## config.mk

```make
export PLATFORM = sky130hd
export DESIGN_NAME = ups_top
export DESIGN_NICKNAME = d
export VERILOG_FILES = /design/src/ups_pkg.sv /design/src/ups_top.sv
export VERILOG_INCLUDE_DIRS = /design/src /design/src/src
export SDC_FILE = /design/constraint.sdc
export NUM_CORES = 1
export LEC_CHECK = 0
export ABC_AREA = 1
export BUFFER_PORTS_ARGS = -buffer_cell sky130_fd_sc_hd__buf_4
export CAP_MARGIN = 20
export CORE_AREA = 2 2 118 97
export CTS_CLUSTER_SIZE = 25
export DETAILED_ROUTE_END_ITERATION = 6
export DIE_AREA = 0 0 120 99
export PLACE_DENSITY = 0.75
export REMOVE_ABC_BUFFERS = 1
export SYNTH_ARGS = -nofsm -noshare
export SYNTH_HDL_FRONTEND = slang
export SYNTH_SLANG_ARGS = --single-unit
```

## constraint.sdc

```tcl
create_clock -name MCLK -period 2.7 [get_ports MCLK]
set_input_delay 0 -clock MCLK [delete_from_list [all_inputs] [get_ports MCLK]]
set_output_delay 0 -clock MCLK [all_outputs]
set_load 0.02 [all_outputs]
```

## src/ups_cfg.svh

```systemverilog
`ifndef UPS_CFG_SVH
`define UPS_CFG_SVH

// ****************************************************
// Clock and timing
// ****************************************************
`define UPS_CLK_PERIOD_NS 5
`define UPS_PIN_RESET_NS 2000
`define UPS_BUS_RESET_NS 2500
`define UPS_SUSPEND_NS 3000000

// ****************************************************
// Register byte offsets
// ****************************************************
`define UPS_OFS_USB_CTRL 8'h00
`define UPS_OFS_SYNTH_CTRL 8'h04
`define UPS_OFS_CLOCK_CTRL 8'h08
`define UPS_OFS_IRQ_STATUS 8'h0c
`define UPS_OFS_IRQ_CLEAR 8'h10
`define UPS_OFS_IRQ_ENABLE 8'h14
`define UPS_OFS_FUNC_ADDR 8'h18

// ****************************************************
// Field positions
// ****************************************************
`define UPS_BIT_CONV_LOW 3
`define UPS_BIT_CONV_EN 4
`define UPS_BIT_USB_CLK_EN 5
`define UPS_BIT_FUNC_EN 7
`define UPS_BIT_SYNTH_EN 0
`define UPS_BIT_SYNTH_LOCK 7
`define UPS_BIT_BUS_RESET 5
`define UPS_BIT_RESUME 6
`define UPS_BIT_SUSPEND 7

// ****************************************************
// Reset values
// ****************************************************
`define UPS_RST_USB_CTRL 8'h00
`define UPS_RST_SYNTH_CFG 6'h00
`define UPS_RST_CLOCK_CTRL 8'h00
`define UPS_RST_IRQ_STATUS 8'h00
`define UPS_RST_IRQ_ENABLE 8'h00
`define UPS_RST_FUNC_ADDR 7'h00

`endif

```

## src/ups_pkg.sv

```systemverilog
package ups_pkg;

    typedef logic [7:0] ups_byte_t;
    typedef logic [31:0] ups_word_t;

    typedef enum logic {
        UPS_ACTIVE = 1'b0,
        UPS_SUSPENDED = 1'b1
    } ups_fcu_state_t;

endpackage

```

## src/ups_top.sv

```systemverilog
// Local design decisions: the placing of the registers and the APB slave port.
`include "ups_cfg.svh"

module ups_top #(
    parameter int SUSPEND_CYCLES =
        `UPS_SUSPEND_NS / `UPS_CLK_PERIOD_NS
) (
    // Clock and reset
    input wire logic MCLK,
    input wire logic RESET,
    // Device reset sources
    input wire logic RESET_PIN_N,
    input wire logic UNDEF_OPCODE,
    // APB slave
    input wire logic PSEL,
    input wire logic PENABLE,
    input wire logic PWRITE,
    input wire logic [7:0] PADDR,
    input wire ups_pkg::ups_word_t PWDATA,
    output ups_pkg::ups_word_t PRDATA,
    output logic PREADY,
    output logic PSLVERR,
    // USB data lines
    input wire logic DP_IN,
    input wire logic DM_IN,
    // Synthesizer, converter, USB clock, controller enable and clock control
    input wire logic SYNTH_LOCKED,
    output logic SYNTH_EN,
    output logic [5:0] SYNTH_CFG,
    output logic CONV_EN,
    output logic CONV_LOW_CURRENT,
    output logic USB_CLK_EN,
    output logic FUNC_EN,
    output ups_pkg::ups_byte_t CLOCK_CTRL,
    // Interrupt
    output logic IRQ
);
    import ups_pkg::*;

    // ****************************************************
    // Timing counts
    // ****************************************************
    localparam int PIN_CYC_I =
        (`UPS_PIN_RESET_NS + `UPS_CLK_PERIOD_NS - 1)
        / `UPS_CLK_PERIOD_NS;
    localparam int BUS_CYC_I =
        (`UPS_BUS_RESET_NS + `UPS_CLK_PERIOD_NS - 1)
        / `UPS_CLK_PERIOD_NS;
    localparam logic [9:0] PIN_CYC = 10'(PIN_CYC_I);
    localparam logic [9:0] BUS_CYC = 10'(BUS_CYC_I);
    localparam logic [19:0] SUSP_CYC = 20'(SUSPEND_CYCLES);

    // ****************************************************
    // Declarations
    // ****************************************************
    logic [9:0] pin_cnt_reg;
    logic hw_rst_reg;
    logic [9:0] se0_cnt_reg;
    logic [19:0] idle_cnt_reg;
    logic bus_rst;
    logic suspend_evt;
    logic resume_evt;
    ups_fcu_state_t fcu_state_reg;
    ups_byte_t usb_ctrl_reg;
    logic [5:0] synth_cfg_reg;
    logic synth_en_reg;
    logic lock_reg;
    ups_byte_t clock_ctrl_reg;
    ups_byte_t irq_status_reg;
    ups_byte_t irq_status_next;
    ups_byte_t irq_enable_reg;
    logic [6:0] func_addr_reg;
    logic pready_reg;
    ups_word_t prdata_reg;
    ups_word_t prdata_next;
    logic pslverr_reg;
    logic pslverr_next;
    logic irq_reg;
    logic access;
    logic wr_en;
    logic se0;
    logic idle_j;
    logic line_on;

    // ****************************************************
    // Hardware reset
    // ****************************************************
    // The pin must stay low strictly longer than the limit, so the
    // reset starts one cycle after the count reaches it.
    always_ff @(posedge MCLK or posedge RESET) begin
        if (RESET) begin
            pin_cnt_reg <= 10'h000;
        end else if (RESET_PIN_N) begin
            pin_cnt_reg <= 10'h000;
        end else if (pin_cnt_reg != PIN_CYC) begin
            pin_cnt_reg <= pin_cnt_reg + 10'h001;
        end
    end

    always_ff @(posedge MCLK or posedge RESET) begin
        if (RESET) begin
            hw_rst_reg <= 1'b1;
        end else begin
            hw_rst_reg <= UNDEF_OPCODE
                | (~RESET_PIN_N & (pin_cnt_reg == PIN_CYC));
        end
    end

    // ****************************************************
    // Line monitor
    // ****************************************************
    assign se0 = ~DP_IN & ~DM_IN;
    assign idle_j = DP_IN & ~DM_IN;
    // Without the USB clock and controller enable the line is not watched
    // for bus reset or suspend, which keeps an unpowered driver from faking resets.
    assign line_on = usb_ctrl_reg[`UPS_BIT_USB_CLK_EN]
        & usb_ctrl_reg[`UPS_BIT_FUNC_EN];

    always_ff @(posedge MCLK or posedge RESET) begin
        if (RESET) begin
            se0_cnt_reg <= 10'h000;
        end else if (hw_rst_reg || !se0 || !line_on) begin
            se0_cnt_reg <= 10'h000;
        end else if (se0_cnt_reg != BUS_CYC) begin
            se0_cnt_reg <= se0_cnt_reg + 10'h001;
        end
    end

    assign bus_rst = line_on & se0
        & (se0_cnt_reg == BUS_CYC - 10'h001);

    always_ff @(posedge MCLK or posedge RESET) begin
        if (RESET) begin
            idle_cnt_reg <= 20'h00000;
        end else if (hw_rst_reg || bus_rst) begin
            idle_cnt_reg <= 20'h00000;
        end else if (!idle_j || !line_on
                     || fcu_state_reg == UPS_SUSPENDED) begin
            idle_cnt_reg <= 20'h00000;
        end else if (idle_cnt_reg != SUSP_CYC) begin
            idle_cnt_reg <= idle_cnt_reg + 20'h00001;
        end
    end

    assign suspend_evt = line_on & idle_j
        & (fcu_state_reg == UPS_ACTIVE)
        & (idle_cnt_reg == SUSP_CYC - 20'h00001);
    // Resume is watched even with the USB clock stopped, since
    // firmware turns it off before entering stop.
    assign resume_evt = (fcu_state_reg == UPS_SUSPENDED)
        & ~idle_j;

    always_ff @(posedge MCLK or posedge RESET) begin
        if (RESET) begin
            fcu_state_reg <= UPS_ACTIVE;
        end else if (hw_rst_reg || bus_rst) begin
            fcu_state_reg <= UPS_ACTIVE;
        end else begin
            unique case (fcu_state_reg)
                UPS_ACTIVE: begin
                    if (suspend_evt) begin
                        fcu_state_reg <= UPS_SUSPENDED;
                    end
                end
                UPS_SUSPENDED: begin
                    if (resume_evt) begin
                        fcu_state_reg <= UPS_ACTIVE;
                    end
                end
            endcase
        end
    end

    // ****************************************************
    // APB access
    // ****************************************************
    assign access = PSEL & PENABLE;
    assign wr_en = access & pready_reg & PWRITE;

    always_ff @(posedge MCLK or posedge RESET) begin
        if (RESET) begin
            pready_reg <= 1'b0;
        end else begin
            pready_reg <= access & ~pready_reg;
        end
    end

    always_comb begin
        prdata_next = 32'h00000000;
        pslverr_next = 1'b0;
        unique case (PADDR)
            `UPS_OFS_USB_CTRL: prdata_next[7:0] = usb_ctrl_reg;
            `UPS_OFS_SYNTH_CTRL:
                prdata_next[7:0] = {lock_reg, synth_cfg_reg,
                                    synth_en_reg};
            `UPS_OFS_CLOCK_CTRL: prdata_next[7:0] = clock_ctrl_reg;
            `UPS_OFS_IRQ_STATUS: prdata_next[7:0] = irq_status_reg;
            `UPS_OFS_IRQ_CLEAR: prdata_next = 32'h00000000;
            `UPS_OFS_IRQ_ENABLE: prdata_next[7:0] = irq_enable_reg;
            `UPS_OFS_FUNC_ADDR: prdata_next[6:0] = func_addr_reg;
            default: pslverr_next = 1'b1;
        endcase
    end

    always_ff @(posedge MCLK or posedge RESET) begin
        if (RESET) begin
            prdata_reg <= 32'h00000000;
            pslverr_reg <= 1'b0;
        end else if (access && !pready_reg) begin
            prdata_reg <= PWRITE ? 32'h00000000 : prdata_next;
            pslverr_reg <= pslverr_next;
        end else begin
            prdata_reg <= 32'h00000000;
            pslverr_reg <= 1'b0;
        end
    end

    // ****************************************************
    // Power and clock control
    // ****************************************************
    // These survive a bus reset so the supply and clock stay up.
    always_ff @(posedge MCLK or posedge RESET) begin
        if (RESET) begin
            usb_ctrl_reg <= `UPS_RST_USB_CTRL;
        end else if (hw_rst_reg) begin
            usb_ctrl_reg <= `UPS_RST_USB_CTRL;
        end else if (wr_en && PADDR == `UPS_OFS_USB_CTRL) begin
            usb_ctrl_reg <= PWDATA[7:0];
        end
    end

    always_ff @(posedge MCLK or posedge RESET) begin
        if (RESET) begin
            synth_cfg_reg <= `UPS_RST_SYNTH_CFG;
            synth_en_reg <= 1'b0;
        end else if (hw_rst_reg) begin
            synth_cfg_reg <= `UPS_RST_SYNTH_CFG;
            synth_en_reg <= 1'b0;
        end else if (wr_en && PADDR == `UPS_OFS_SYNTH_CTRL) begin
            synth_cfg_reg <= PWDATA[6:1];
            synth_en_reg <= PWDATA[`UPS_BIT_SYNTH_EN];
        end
    end

    always_ff @(posedge MCLK or posedge RESET) begin
        if (RESET) begin
            lock_reg <= 1'b0;
        end else begin
            lock_reg <= SYNTH_LOCKED & synth_en_reg
                & ~hw_rst_reg;
        end
    end

    always_ff @(posedge MCLK or posedge RESET) begin
        if (RESET) begin
            clock_ctrl_reg <= `UPS_RST_CLOCK_CTRL;
        end else if (hw_rst_reg) begin
            clock_ctrl_reg <= `UPS_RST_CLOCK_CTRL;
        end else if (wr_en && PADDR == `UPS_OFS_CLOCK_CTRL) begin
            clock_ctrl_reg <= PWDATA[7:0];
        end
    end

    // ****************************************************
    // Controller registers
    // ****************************************************
    always_ff @(posedge MCLK or posedge RESET) begin
        if (RESET) begin
            func_addr_reg <= `UPS_RST_FUNC_ADDR;
        end else if (hw_rst_reg || bus_rst) begin
            func_addr_reg <= `UPS_RST_FUNC_ADDR;
        end else if (wr_en && PADDR == `UPS_OFS_FUNC_ADDR) begin
            func_addr_reg <= PWDATA[6:0];
        end
    end

    always_ff @(posedge MCLK or posedge RESET) begin
        if (RESET) begin
            irq_enable_reg <= `UPS_RST_IRQ_ENABLE;
        end else if (hw_rst_reg || bus_rst) begin
            irq_enable_reg <= `UPS_RST_IRQ_ENABLE;
        end else if (wr_en && PADDR == `UPS_OFS_IRQ_ENABLE) begin
            irq_enable_reg <= PWDATA[7:0];
        end
    end

    // An event in the same cycle as a clear keeps its flag set.
    always_comb begin
        irq_status_next = irq_status_reg;
        if (wr_en && PADDR == `UPS_OFS_IRQ_CLEAR) begin
            irq_status_next = irq_status_reg & ~PWDATA[7:0];
        end
        if (suspend_evt) begin
            irq_status_next[`UPS_BIT_SUSPEND] = 1'b1;
        end
        if (resume_evt) begin
            irq_status_next[`UPS_BIT_RESUME] = 1'b1;
        end
        if (bus_rst) begin
            irq_status_next = `UPS_RST_IRQ_STATUS;
            irq_status_next[`UPS_BIT_BUS_RESET] = 1'b1;
        end
    end

    always_ff @(posedge MCLK or posedge RESET) begin
        if (RESET) begin
            irq_status_reg <= `UPS_RST_IRQ_STATUS;
        end else if (hw_rst_reg) begin
            irq_status_reg <= `UPS_RST_IRQ_STATUS;
        end else begin
            irq_status_reg <= irq_status_next;
        end
    end

    // ****************************************************
    // Interrupt
    // ****************************************************
    // Bus reset always interrupts because the same event has just
    // cleared the enable register.
    always_ff @(posedge MCLK or posedge RESET) begin
        if (RESET) begin
            irq_reg <= 1'b0;
        end else begin
            irq_reg <= ~hw_rst_reg
                & (irq_status_next[`UPS_BIT_BUS_RESET]
                   | (irq_enable_reg[`UPS_BIT_SUSPEND]
                      & (irq_status_next[`UPS_BIT_SUSPEND]
                         | irq_status_next[`UPS_BIT_RESUME]))
                   | |(irq_status_next & irq_enable_reg
                       & 8'h1f));
        end
    end

    // ****************************************************
    // Outputs
    // ****************************************************
    assign PRDATA = prdata_reg;
    assign PREADY = pready_reg;
    assign PSLVERR = pslverr_reg;
    assign SYNTH_EN = synth_en_reg;
    assign SYNTH_CFG = synth_cfg_reg;
    assign CONV_EN = usb_ctrl_reg[`UPS_BIT_CONV_EN];
    assign CONV_LOW_CURRENT = usb_ctrl_reg[`UPS_BIT_CONV_LOW];
    assign USB_CLK_EN = usb_ctrl_reg[`UPS_BIT_USB_CLK_EN];
    assign FUNC_EN = usb_ctrl_reg[`UPS_BIT_FUNC_EN];
    assign CLOCK_CTRL = clock_ctrl_reg;
    assign IRQ = irq_reg;

endmodule

```

Word level (Yosys, flattened, before mapping)
Index checks and enable logic that the tools add are counted.
{ "classes": {"eq_ne": 12, "bitwise_logic": 32, "muxes": 34, "add_sub_neg": 3, "reduce_logical": 27} }
{ "op_table": {"columns": ["op", "n"], "rows": [
  ["$mux W8", 11],
  ["$mux W20", 3],
  ["$pmux W7 S6", 1],
  ["$mux W10", 4],
  ["$eq A8 B5 Y1 const B", 3],
  ["$add A10 B1 Y10 const B", 2],
  ["$add A20 B1 Y20 const B", 1],
  ["$eq A10 B9 Y1 const B", 2],
  ["$eq A20 B20 Y1 const B", 1],
  ["$ne A10 B9 Y1 const B", 2],
  ["$ne A20 B20 Y1 const B", 1],
  ["$and A1 B1 Y1", 18],
  ["$eq A8 B4 Y1 const B", 2],
  ["$mux W7", 2],
  ["$reduce_bool A2 Y1", 7],
  ["$mux W6", 2],
  ["$mux W1", 9],
  ["$and A8 B8 Y8", 1],
  ["$eq A8 B3 Y1 const B", 1],
  ["$logic_not A8 Y1", 1],
  ["$not A8 Y8", 1],
  ["$logic_and A1 B1 Y1", 7],
  ["$not A1 Y1", 7],
  ["$reduce_or A7 Y1", 1],
  ["other kinds (8)", 18]
]} }
{ "word_totals": {"register_bits": 124, "out_inout_bits": 54, "in_bits": 50} }

Depth between registers and ports, before layout
Gate-level depths: netlist of the first run.
{ "depth": {"depth_word": 12, "ltp_mapped": 12} }

Worst setup path after synthesis of the first run
Ideal clock, no wire load.
{ "synth_timing": {"path_kind": "reg-to-reg", "from": "register se0_cnt_reg[0]", "to": "register irq_enable_reg[1]", "n_path_buf": 1, "required_time_ns": 2.581, "setup_time_ns": 0.119, "t_arrival_ns": 1.479, "path_stages_with_launch": 12, "period_less_slack_ns": 1.598, "setup_slack_ns": 1.102, "cell_sequence": "dfrtp_1 -> ha_1 -> inv_1 -> nor2_1 -> nand3_2 -> nor2_4 -> nor2_8 -> inv_6 -> a21oi_4 -> buf_6 -> nand2_1 -> o21ai_2"} }
{ "synth_via": {"elab_chain_len": 4, "elab_cells_between_ends": 5, "classes_between": "eq/ne: 1; mux: 1; bitwise: 1; reduce/logical: 2"} }
{ "synth_lines": {"columns": ["item", "line_no", "rtl"], "rows": [
  ["start: declaration", "ups_top.sv:58", "logic [9:0] se0_cnt_reg;"],
  ["start signal: assignment", "ups_top.sv:125", "se0_cnt_reg <= se0_cnt_reg + 10'h001;"],
  ["$eq A10 B9 Y1 *", "ups_top.sv:130", "& (se0_cnt_reg == BUS_CYC - 10'h001);"],
  ["$and A1 B1 Y1 *", "ups_top.sv:130", null],
  ["$logic_or A1 B1 Y1 *", "ups_top.sv:280", "end else if (hw_rst_reg || bus_rst) begin"],
  ["$mux W8 / $reduce_bool A2 Y1 (equally long branches)", null, null],
  ["end signal: assignment", "ups_top.sv:279", "irq_enable_reg <= `UPS_RST_IRQ_ENABLE;"],
  ["end signal: assignment", "ups_top.sv:281", "irq_enable_reg <= `UPS_RST_IRQ_ENABLE;"],
  ["end signal: assignment", "ups_top.sv:283", "irq_enable_reg <= PWDATA[7:0];"],
  ["end: declaration", "ups_top.sv:71", "ups_byte_t irq_enable_reg;"]
]} }
Mark *: on every way between the ends. The rest lies on a longest branch, timed or not.
A chain may end at the register's enable or synchronous reset.

Worst setup path after layout of the first run
{ "layout_timing": {"from": "register se0_cnt_reg[0]", "to": "register irq_enable_reg[4]"} }
Same word-level chain as after synthesis.

==> results of run 1 <==
-- worst max-delay path, stage by stage, from the launching register on --
cell     delay (ps)
dfrtp_1         420
ha_1            250
inv_1            60
nor2_1           40
nand3_2          80
nor2_4           70
nor2_8          180
inv_6            80
a21oi_4         470
nand2_1         140
o21ai_2          90
-- layout make-up --
type,count,area [um2]
clock buffers,9,225
multi-input cells,455,2240
fillers,965,4590
inverters,88,338
repair buffers,67,541
flip-flops and latches,100,2500
well taps,144,180
clock inverters,7,66.3
-- metrics by stage --
| stage | instances | worst slack, ps | cell area (um2) |
|---|---|---|---|
| after floorplan | 643 | 82.9 | 5070 |
| after global placement | 844 | 825 | 5700 |
| after detailed placement | 844 | 754 | 5700 |
| after CTS | 870 | 746 | 6090 |
| after global routing | 870 | 575 | 6090 |
| final | 870 | 732 | 6090 |
-- kinds of logic (layout without fill, tap and decap cells) --
family                   Yosys count  after routing  synth area share [%]
buffers and inverters            120            171                  11.1
other                              1             24                0.0717
flip-flops                       100            100                  47.8
AO/OA/AOI/OAI                    110            110                  12.4
adder cells (fa/ha/maj)            6              6                  1.43
XOR/XNOR                           8              8                  1.34
AND/OR/NAND/NOR                  307            307                  25.8
-- report_power, final --
group | internal, mW | total (mW) | leakage (nW) | switching (mW)
Combinational | 0.111 | 0.319 | 1.37 | 0.208
Sequential | 1.55 | 1.60 | 1.35 | 0.0493
Clock | 0.650 | 1.25 | 0.138 | 0.601
-- worst max-delay path by stage --
stage          slack, ps                 to  depth (start not counted)           start
6_report             730  irq_enable_reg[4]                         10  se0_cnt_reg[0]
5_1_grt              580   idle_cnt_reg[14]                         10  se0_cnt_reg[0]
4_1_cts              750  irq_enable_reg[4]                         10  se0_cnt_reg[0]
3_5_place_dp         750   idle_cnt_reg[14]                         10  se0_cnt_reg[0]
3_3_place_gp         830  irq_enable_reg[4]                         10  se0_cnt_reg[0]
2_1_floorplan         80      CLOCK_CTRL[0]                          1           RESET
-- cells in the final DEF, fill, tap and decap left out, types with 3 or more instances in the layout --
cell             n
a211oi_1         3
a21oi_1         35
a21oi_2          3
buf_4           56
clkbuf_16        9
conb_1          24
dfrtp_1         99
dlygate4sd3_1   10
ha_1             6
inv_1           80
inv_2            5
inv_8            3
nand2_1        156
nand3_1         30
nand3_2          3
nand4_1          4
nor2_1          75
nor2_2           3
nor2_4           4
nor3_1          19
nor4_1           4
o21ai_0         40
o21ai_1         10
o21ai_2         12
xor2_1           6
-- layer usage --
layer	vias up	wire length [um]	GRT usage, %
met5	-	0	0
met2	146	5580	34.6
met4	0	178	7.51
li1	2186	-	-
met1	2110	5430	28.6
met3	19	805	5.03
==> run_results.csv, run 1 <==
group,metric,value,unit
critical_path,worstReg2RegEnd,"irq_enable_reg[4]",
logic_synthesis,syn_area_per_cell,8.03,um2
die,rows,34,
clock_tree,cts_inserted_buffers,9,
cells_and_area,areaGrowthSynthToFinish,16.4,%
critical_path,end_kind,"flop",
global_route,grtUsageTotal,21.5,%
min_path,min-delay-start,"PENABLE",
sta,finalHoldViolCount,0,
logic_synthesis,synth_flop_cell,"dfrtp_1",
placement,dpl.hpwl,8590,um
sta,slew_violations,0,
detailed_routing,vias,4461,
logic_synthesis,async_flop_share,100,%
die,die_area,11900,um2
detailed_routing,first_iter_violations,466,
clock_tree,worstSkewPairLatency,340,ps
critical_path,path_class,"reg -> reg",
detailed_routing,detail_route.wl_per_cell,13.8,um
die,die_w,120,um
cells_and_area,n_antenna_cell,0,
power,ir_drop,0.000329,V
clock_tree,clock-root-buffer,"clkbuf_16",
sta,skew,7.47,ps
clock_tree,cts_tree,"yes",
global_route,grt_pass1_wl,20300,um
global_route,grt_overflow,0,
min_path,hold_depth,3,
clock_tree,clk_pin_slew_worst_paths,70,ps
clock_tree,clock_sink_count,100,
sta,timing.final.crit_share,72.9,%
run_status,status,"finished clean",
logic_synthesis,synth_edf_count,0,
logic_synthesis,ys_seq_area_share,47.8,%
clock_tree,cts_setup_buffers,0,
critical_path,required,2960,ps
die,initial_core_util,49.0,%
sta,worst_pin_slew,865,ps
min_path,holdPathEnd,"PREADY",
clock_tree,htreeDepth,3,
clock_tree,cts.path.max_buffers,2,
sta,setup_violations,0,
cells_and_area,drive_gt1_share,15.7,%
logic_synthesis,synthTopCellsByCount,"nand2_1 (156), dfrtp_1 (99), inv_1 (81), nor2_1 (75), o21ai_0 (40)",
critical_path,r2r-start,"se0_cnt_reg[0]",
die,die_h,99,um
power,p_leak,2.86,nW
critical_path,critPathLaunchType,"flop",
min_path,hold_class,"in -> reg",
placement,numPortBuffers,55,
logic_synthesis,ys.warnings.count,0,
sta,fin_hold_ws,45.3,ps
clock_tree,hold_buffers,10,
detailed_routing,wirelength,12000,um
critical_path,reg2reg_slack,730,ps
critical_path,path_max_fanout,16,
die,core_area,10700,um2
clock_tree,cts_resized,0,
global_route,grt_pass1_vias,4341,
logic_synthesis,yosysMostFrequentCell,"nand2_1",
placement,place_congestion,0.888,
logic_synthesis,synth_top_area_share,47.3,%
die,io_pins,104,
job,maxCapViolations,0,
sta,max_slew_margin,42.3,%
sta,min_period,1970,ps
logic_synthesis,synth.distinct_cells,42,
power,power,3.17,mW
logic_synthesis,post_synth_instance_area,5230,um2
logic_synthesis,yosysTopAreaCell,"dfrtp_1",
sta,grt_setup_unrepaired,"no",
detailed_routing,routed_via_density,5.13,
cells_and_area,largest_reg_flops,20,
logic_synthesis,yosys_register_bits,100,
sta,fmax,508,MHz
cells_and_area,nNetsFinal,777,
sta,tns,0,ps
global_route,grt_start_max_net_pins,63,
power,power_density,521,nW/um2
detailed_routing,ant_nets,0,
logic_synthesis,synth_area_leaders,"dfrtp_1 (47%), nand2_1 (11%), inv_1 (5.8%)",
cells_and_area,post-route-util,57.0,%
global_route,grt_antenna_before_repair,0,
detailed_routing,drtPass1Iterations,5,
detailed_routing,drcViolationCount,0,
logic_synthesis,synthCells,652,
critical_path,rr_worst_depth,10,
critical_path,cp.arrival,2230,ps
Note: power is estimated with default switching activity, not from simulation.
==> run 2: changes to the inputs <==
==> constraint.sdc (replaced) <==
create_clock -name MCLK -period 1.8 [get_ports MCLK]
set_input_delay 0 -clock MCLK [delete_from_list [all_inputs] [get_ports MCLK]]
set_output_delay 0 -clock MCLK [all_outputs]
set_load 0.02 [all_outputs]
==> run 2 against run 1 <==
Against the previous run:
- first-iteration DRC count fell by 33%
- setup slack worse by 630 ps
- register-to-register slack got worse by 630 ps
- wire length increased by 5.7%
- clock skew grew 4.1 ps
- non-clock buffer count increased by 23
- largest cell class unchanged
- largest power group unchanged
==> run_results.csv, run 2 (synthesis results as in run 1) <==
group,metric,value,unit
die,die_h,99,um
clock_tree,worstSkewPairLatency,350,ps
cells_and_area,final_cell_mix,"nand2_1 (154), dfrtp_1 (99), inv_1 (80)",
power,power_density,763,nW/um2
die,die_area,11900,um2
critical_path,path_cells,"inv_2 -> nand3_2 -> inv_2 -> nand4_2 -> nand2_1 -> o21ai_1 -> nand3_1 -> inv_1",
sta,setup_violations,0,
clock_tree,clk_pin_slew_worst_paths,70,ps
cells_and_area,largest_reg_flops,20,
clock_tree,clock_sink_count,100,
cells_and_area,nFillCells,943,
sta,timing.final.crit_share,94.3,%
sta,fin_ws,103,ps
cells_and_area,multiInputGateArea,2260,um2
job,maxCapViolations,0,
detailed_routing,wirelength,12700,um
cells_and_area,nNetsFinal,800,
sta,tns,0,ps
die,io_pins,104,
critical_path,critPathBufInv,3,
sta,grt_setup_unrepaired,"yes",
die,die_w,120,um
critical_path,path_max_fanout,9,
min_path,hold_class,"in -> reg",
placement,dp_slack,10.8,ps
critical_path,cp.arrival,1990,ps
global_route,grtUsageTotal,23.0,%
detailed_routing,drcViolationCount,0,
detailed_routing,first_iter_violations,312,
global_route,grt_antenna_before_repair,0,
die,core_area,10700,um2
critical_path,crit_slowest_cell,"dfstp_2",
detailed_routing,drtPass1Iterations,5,
global_route,grt_overflow,0,
placement,dp.cells,863,
sta,min_period,1700,ps
cells_and_area,fin_cells,893,
global_route,grt_start_max_net_pins,48,
clock_tree,cts_tree,"yes",
critical_path,end_kind,"flop",
run_status,status,"finished clean",
critical_path,critPathTopFamily,"flip-flops",
placement,dpl.hpwl,9280,um
sta,finalHoldViolCount,0,
power,ir_drop,0.000478,V
die,initial_core_util,49.0,%
detailed_routing,vias,4548,
placement,numPortBuffers,55,
critical_path,critPathLaunchType,"flop",
global_route,grt_pass1_vias,4421,
cells_and_area,areaGrowthSynthToFinish,20.2,%
sta,skew,11.6,ps
clock_tree,cts.path.max_buffers,2,
critical_path,crit_top_cell,"inv_2",
cells_and_area,register_area,2500,um2
placement,place_congestion,0.884,
critical_path,required,2090,ps
cells_and_area,drive_gt1_share,19.1,%
cells_and_area,n_antenna_cell,0,
global_route,grt_pass1_wl,21400,um
clock_tree,htreeDepth,3,
sta,fmax,589,MHz
die,rows,34,
critical_path,critPathMaxStageDelay,740,ps
power,p_leak,2.98,nW
sta,slew_violations,0,
detailed_routing,ant_nets,0,
clock_tree,cts_inserted_buffers,9,
cells_and_area,layout_commonest_cell,"nand2_1",
detailed_routing,detail_route.wl_per_cell,14.2,um
detailed_routing,routed_via_density,5.09,
critical_path,path_class,"reg -> reg",
clock_tree,clock-root-buffer,"clkbuf_16",
-- run 2: changes by cell type in the layout (fill, tap and decap cells not counted), sizes merged --
cell	previous run	this run
clkinvlp	2	1
buf	57	80
clkinv	2	3
-- run 2: routing by layer --
metal  part of all wire [%]  vias up  track usage, %
met1                     44     2127            31.3
met3                    7.4       32            4.69
met2                     46      175            36.6
met5                      0        -               0
li1                       -     2214               -
met4                    2.8        0            8.78
-- run 2: path summary, 6_finish.rpt --
path / from / end / slack, ps / cells past startpoint
max: hw_rst_reg / se0_cnt_reg[3] / 100 / 8
min: PENABLE / PREADY / 10 / 3
max reg2reg: hw_rst_reg / se0_cnt_reg[3] / 100 / 8
min reg2reg: func_addr_reg[2] / func_addr_reg[2] / 490 / 2
max in group asynchronous: RESET / PRDATA[2] / 940 / 4
min in group asynchronous: RESET / idle_cnt_reg[18] / 210 / 3
-- run 2: repair_timing --
action / CTS / global route
pin swaps: 0 / 2
gates resized for setup: 0 / 7
hold buffers: 10 / 0
endpoints found under the hold margin: 49 / 0
buffers inserted: 2 / 2
endpoints found under the setup margin: 1 / 30
-- run 2: worst register-to-register path, cell delays in order (launching register included) --
cell,delay (ps)
dfstp_2,740
inv_2,150
nand3_2,170
inv_2,100
nand4_2,150
nand2_1,70
o21ai_1,120
nand3_1,90
inv_1,60
-- run 2: where the power goes --
part	switching (mW)	leakage, nW	internal (mW)
Sequential	0.0679	1.35	2.33
Clock	0.900	0.137	0.958
Combinational	0.337	1.49	0.204
Total	1.30	2.98	3.49
-- run 2: final cells by class --
class | instances | area share (%)
Inverter | 88 | 5.37
Multi-Input combinational cell | 455 | 35.9
Clock buffer | 9 | 3.58
Tap cell | 144 | 2.87
Timing Repair Buffer | 90 | 11.5
Sequential cell | 100 | 39.8
Clock inverter | 7 | 0.896
-- run 2: stage by stage --
stage	total power [mW]	utilization [%]	hold slack [ps]	area, um2
after global placement	2.93	54.7	27.9	5840
after global routing	4.98	58.9	21.4	6290
after CTS	4.80	58.5	8.20	6250
after floorplan	2.71	-	66.4	5070
final	4.79	58.9	11.9	6290
after detailed placement	2.94	54.7	28.6	5840
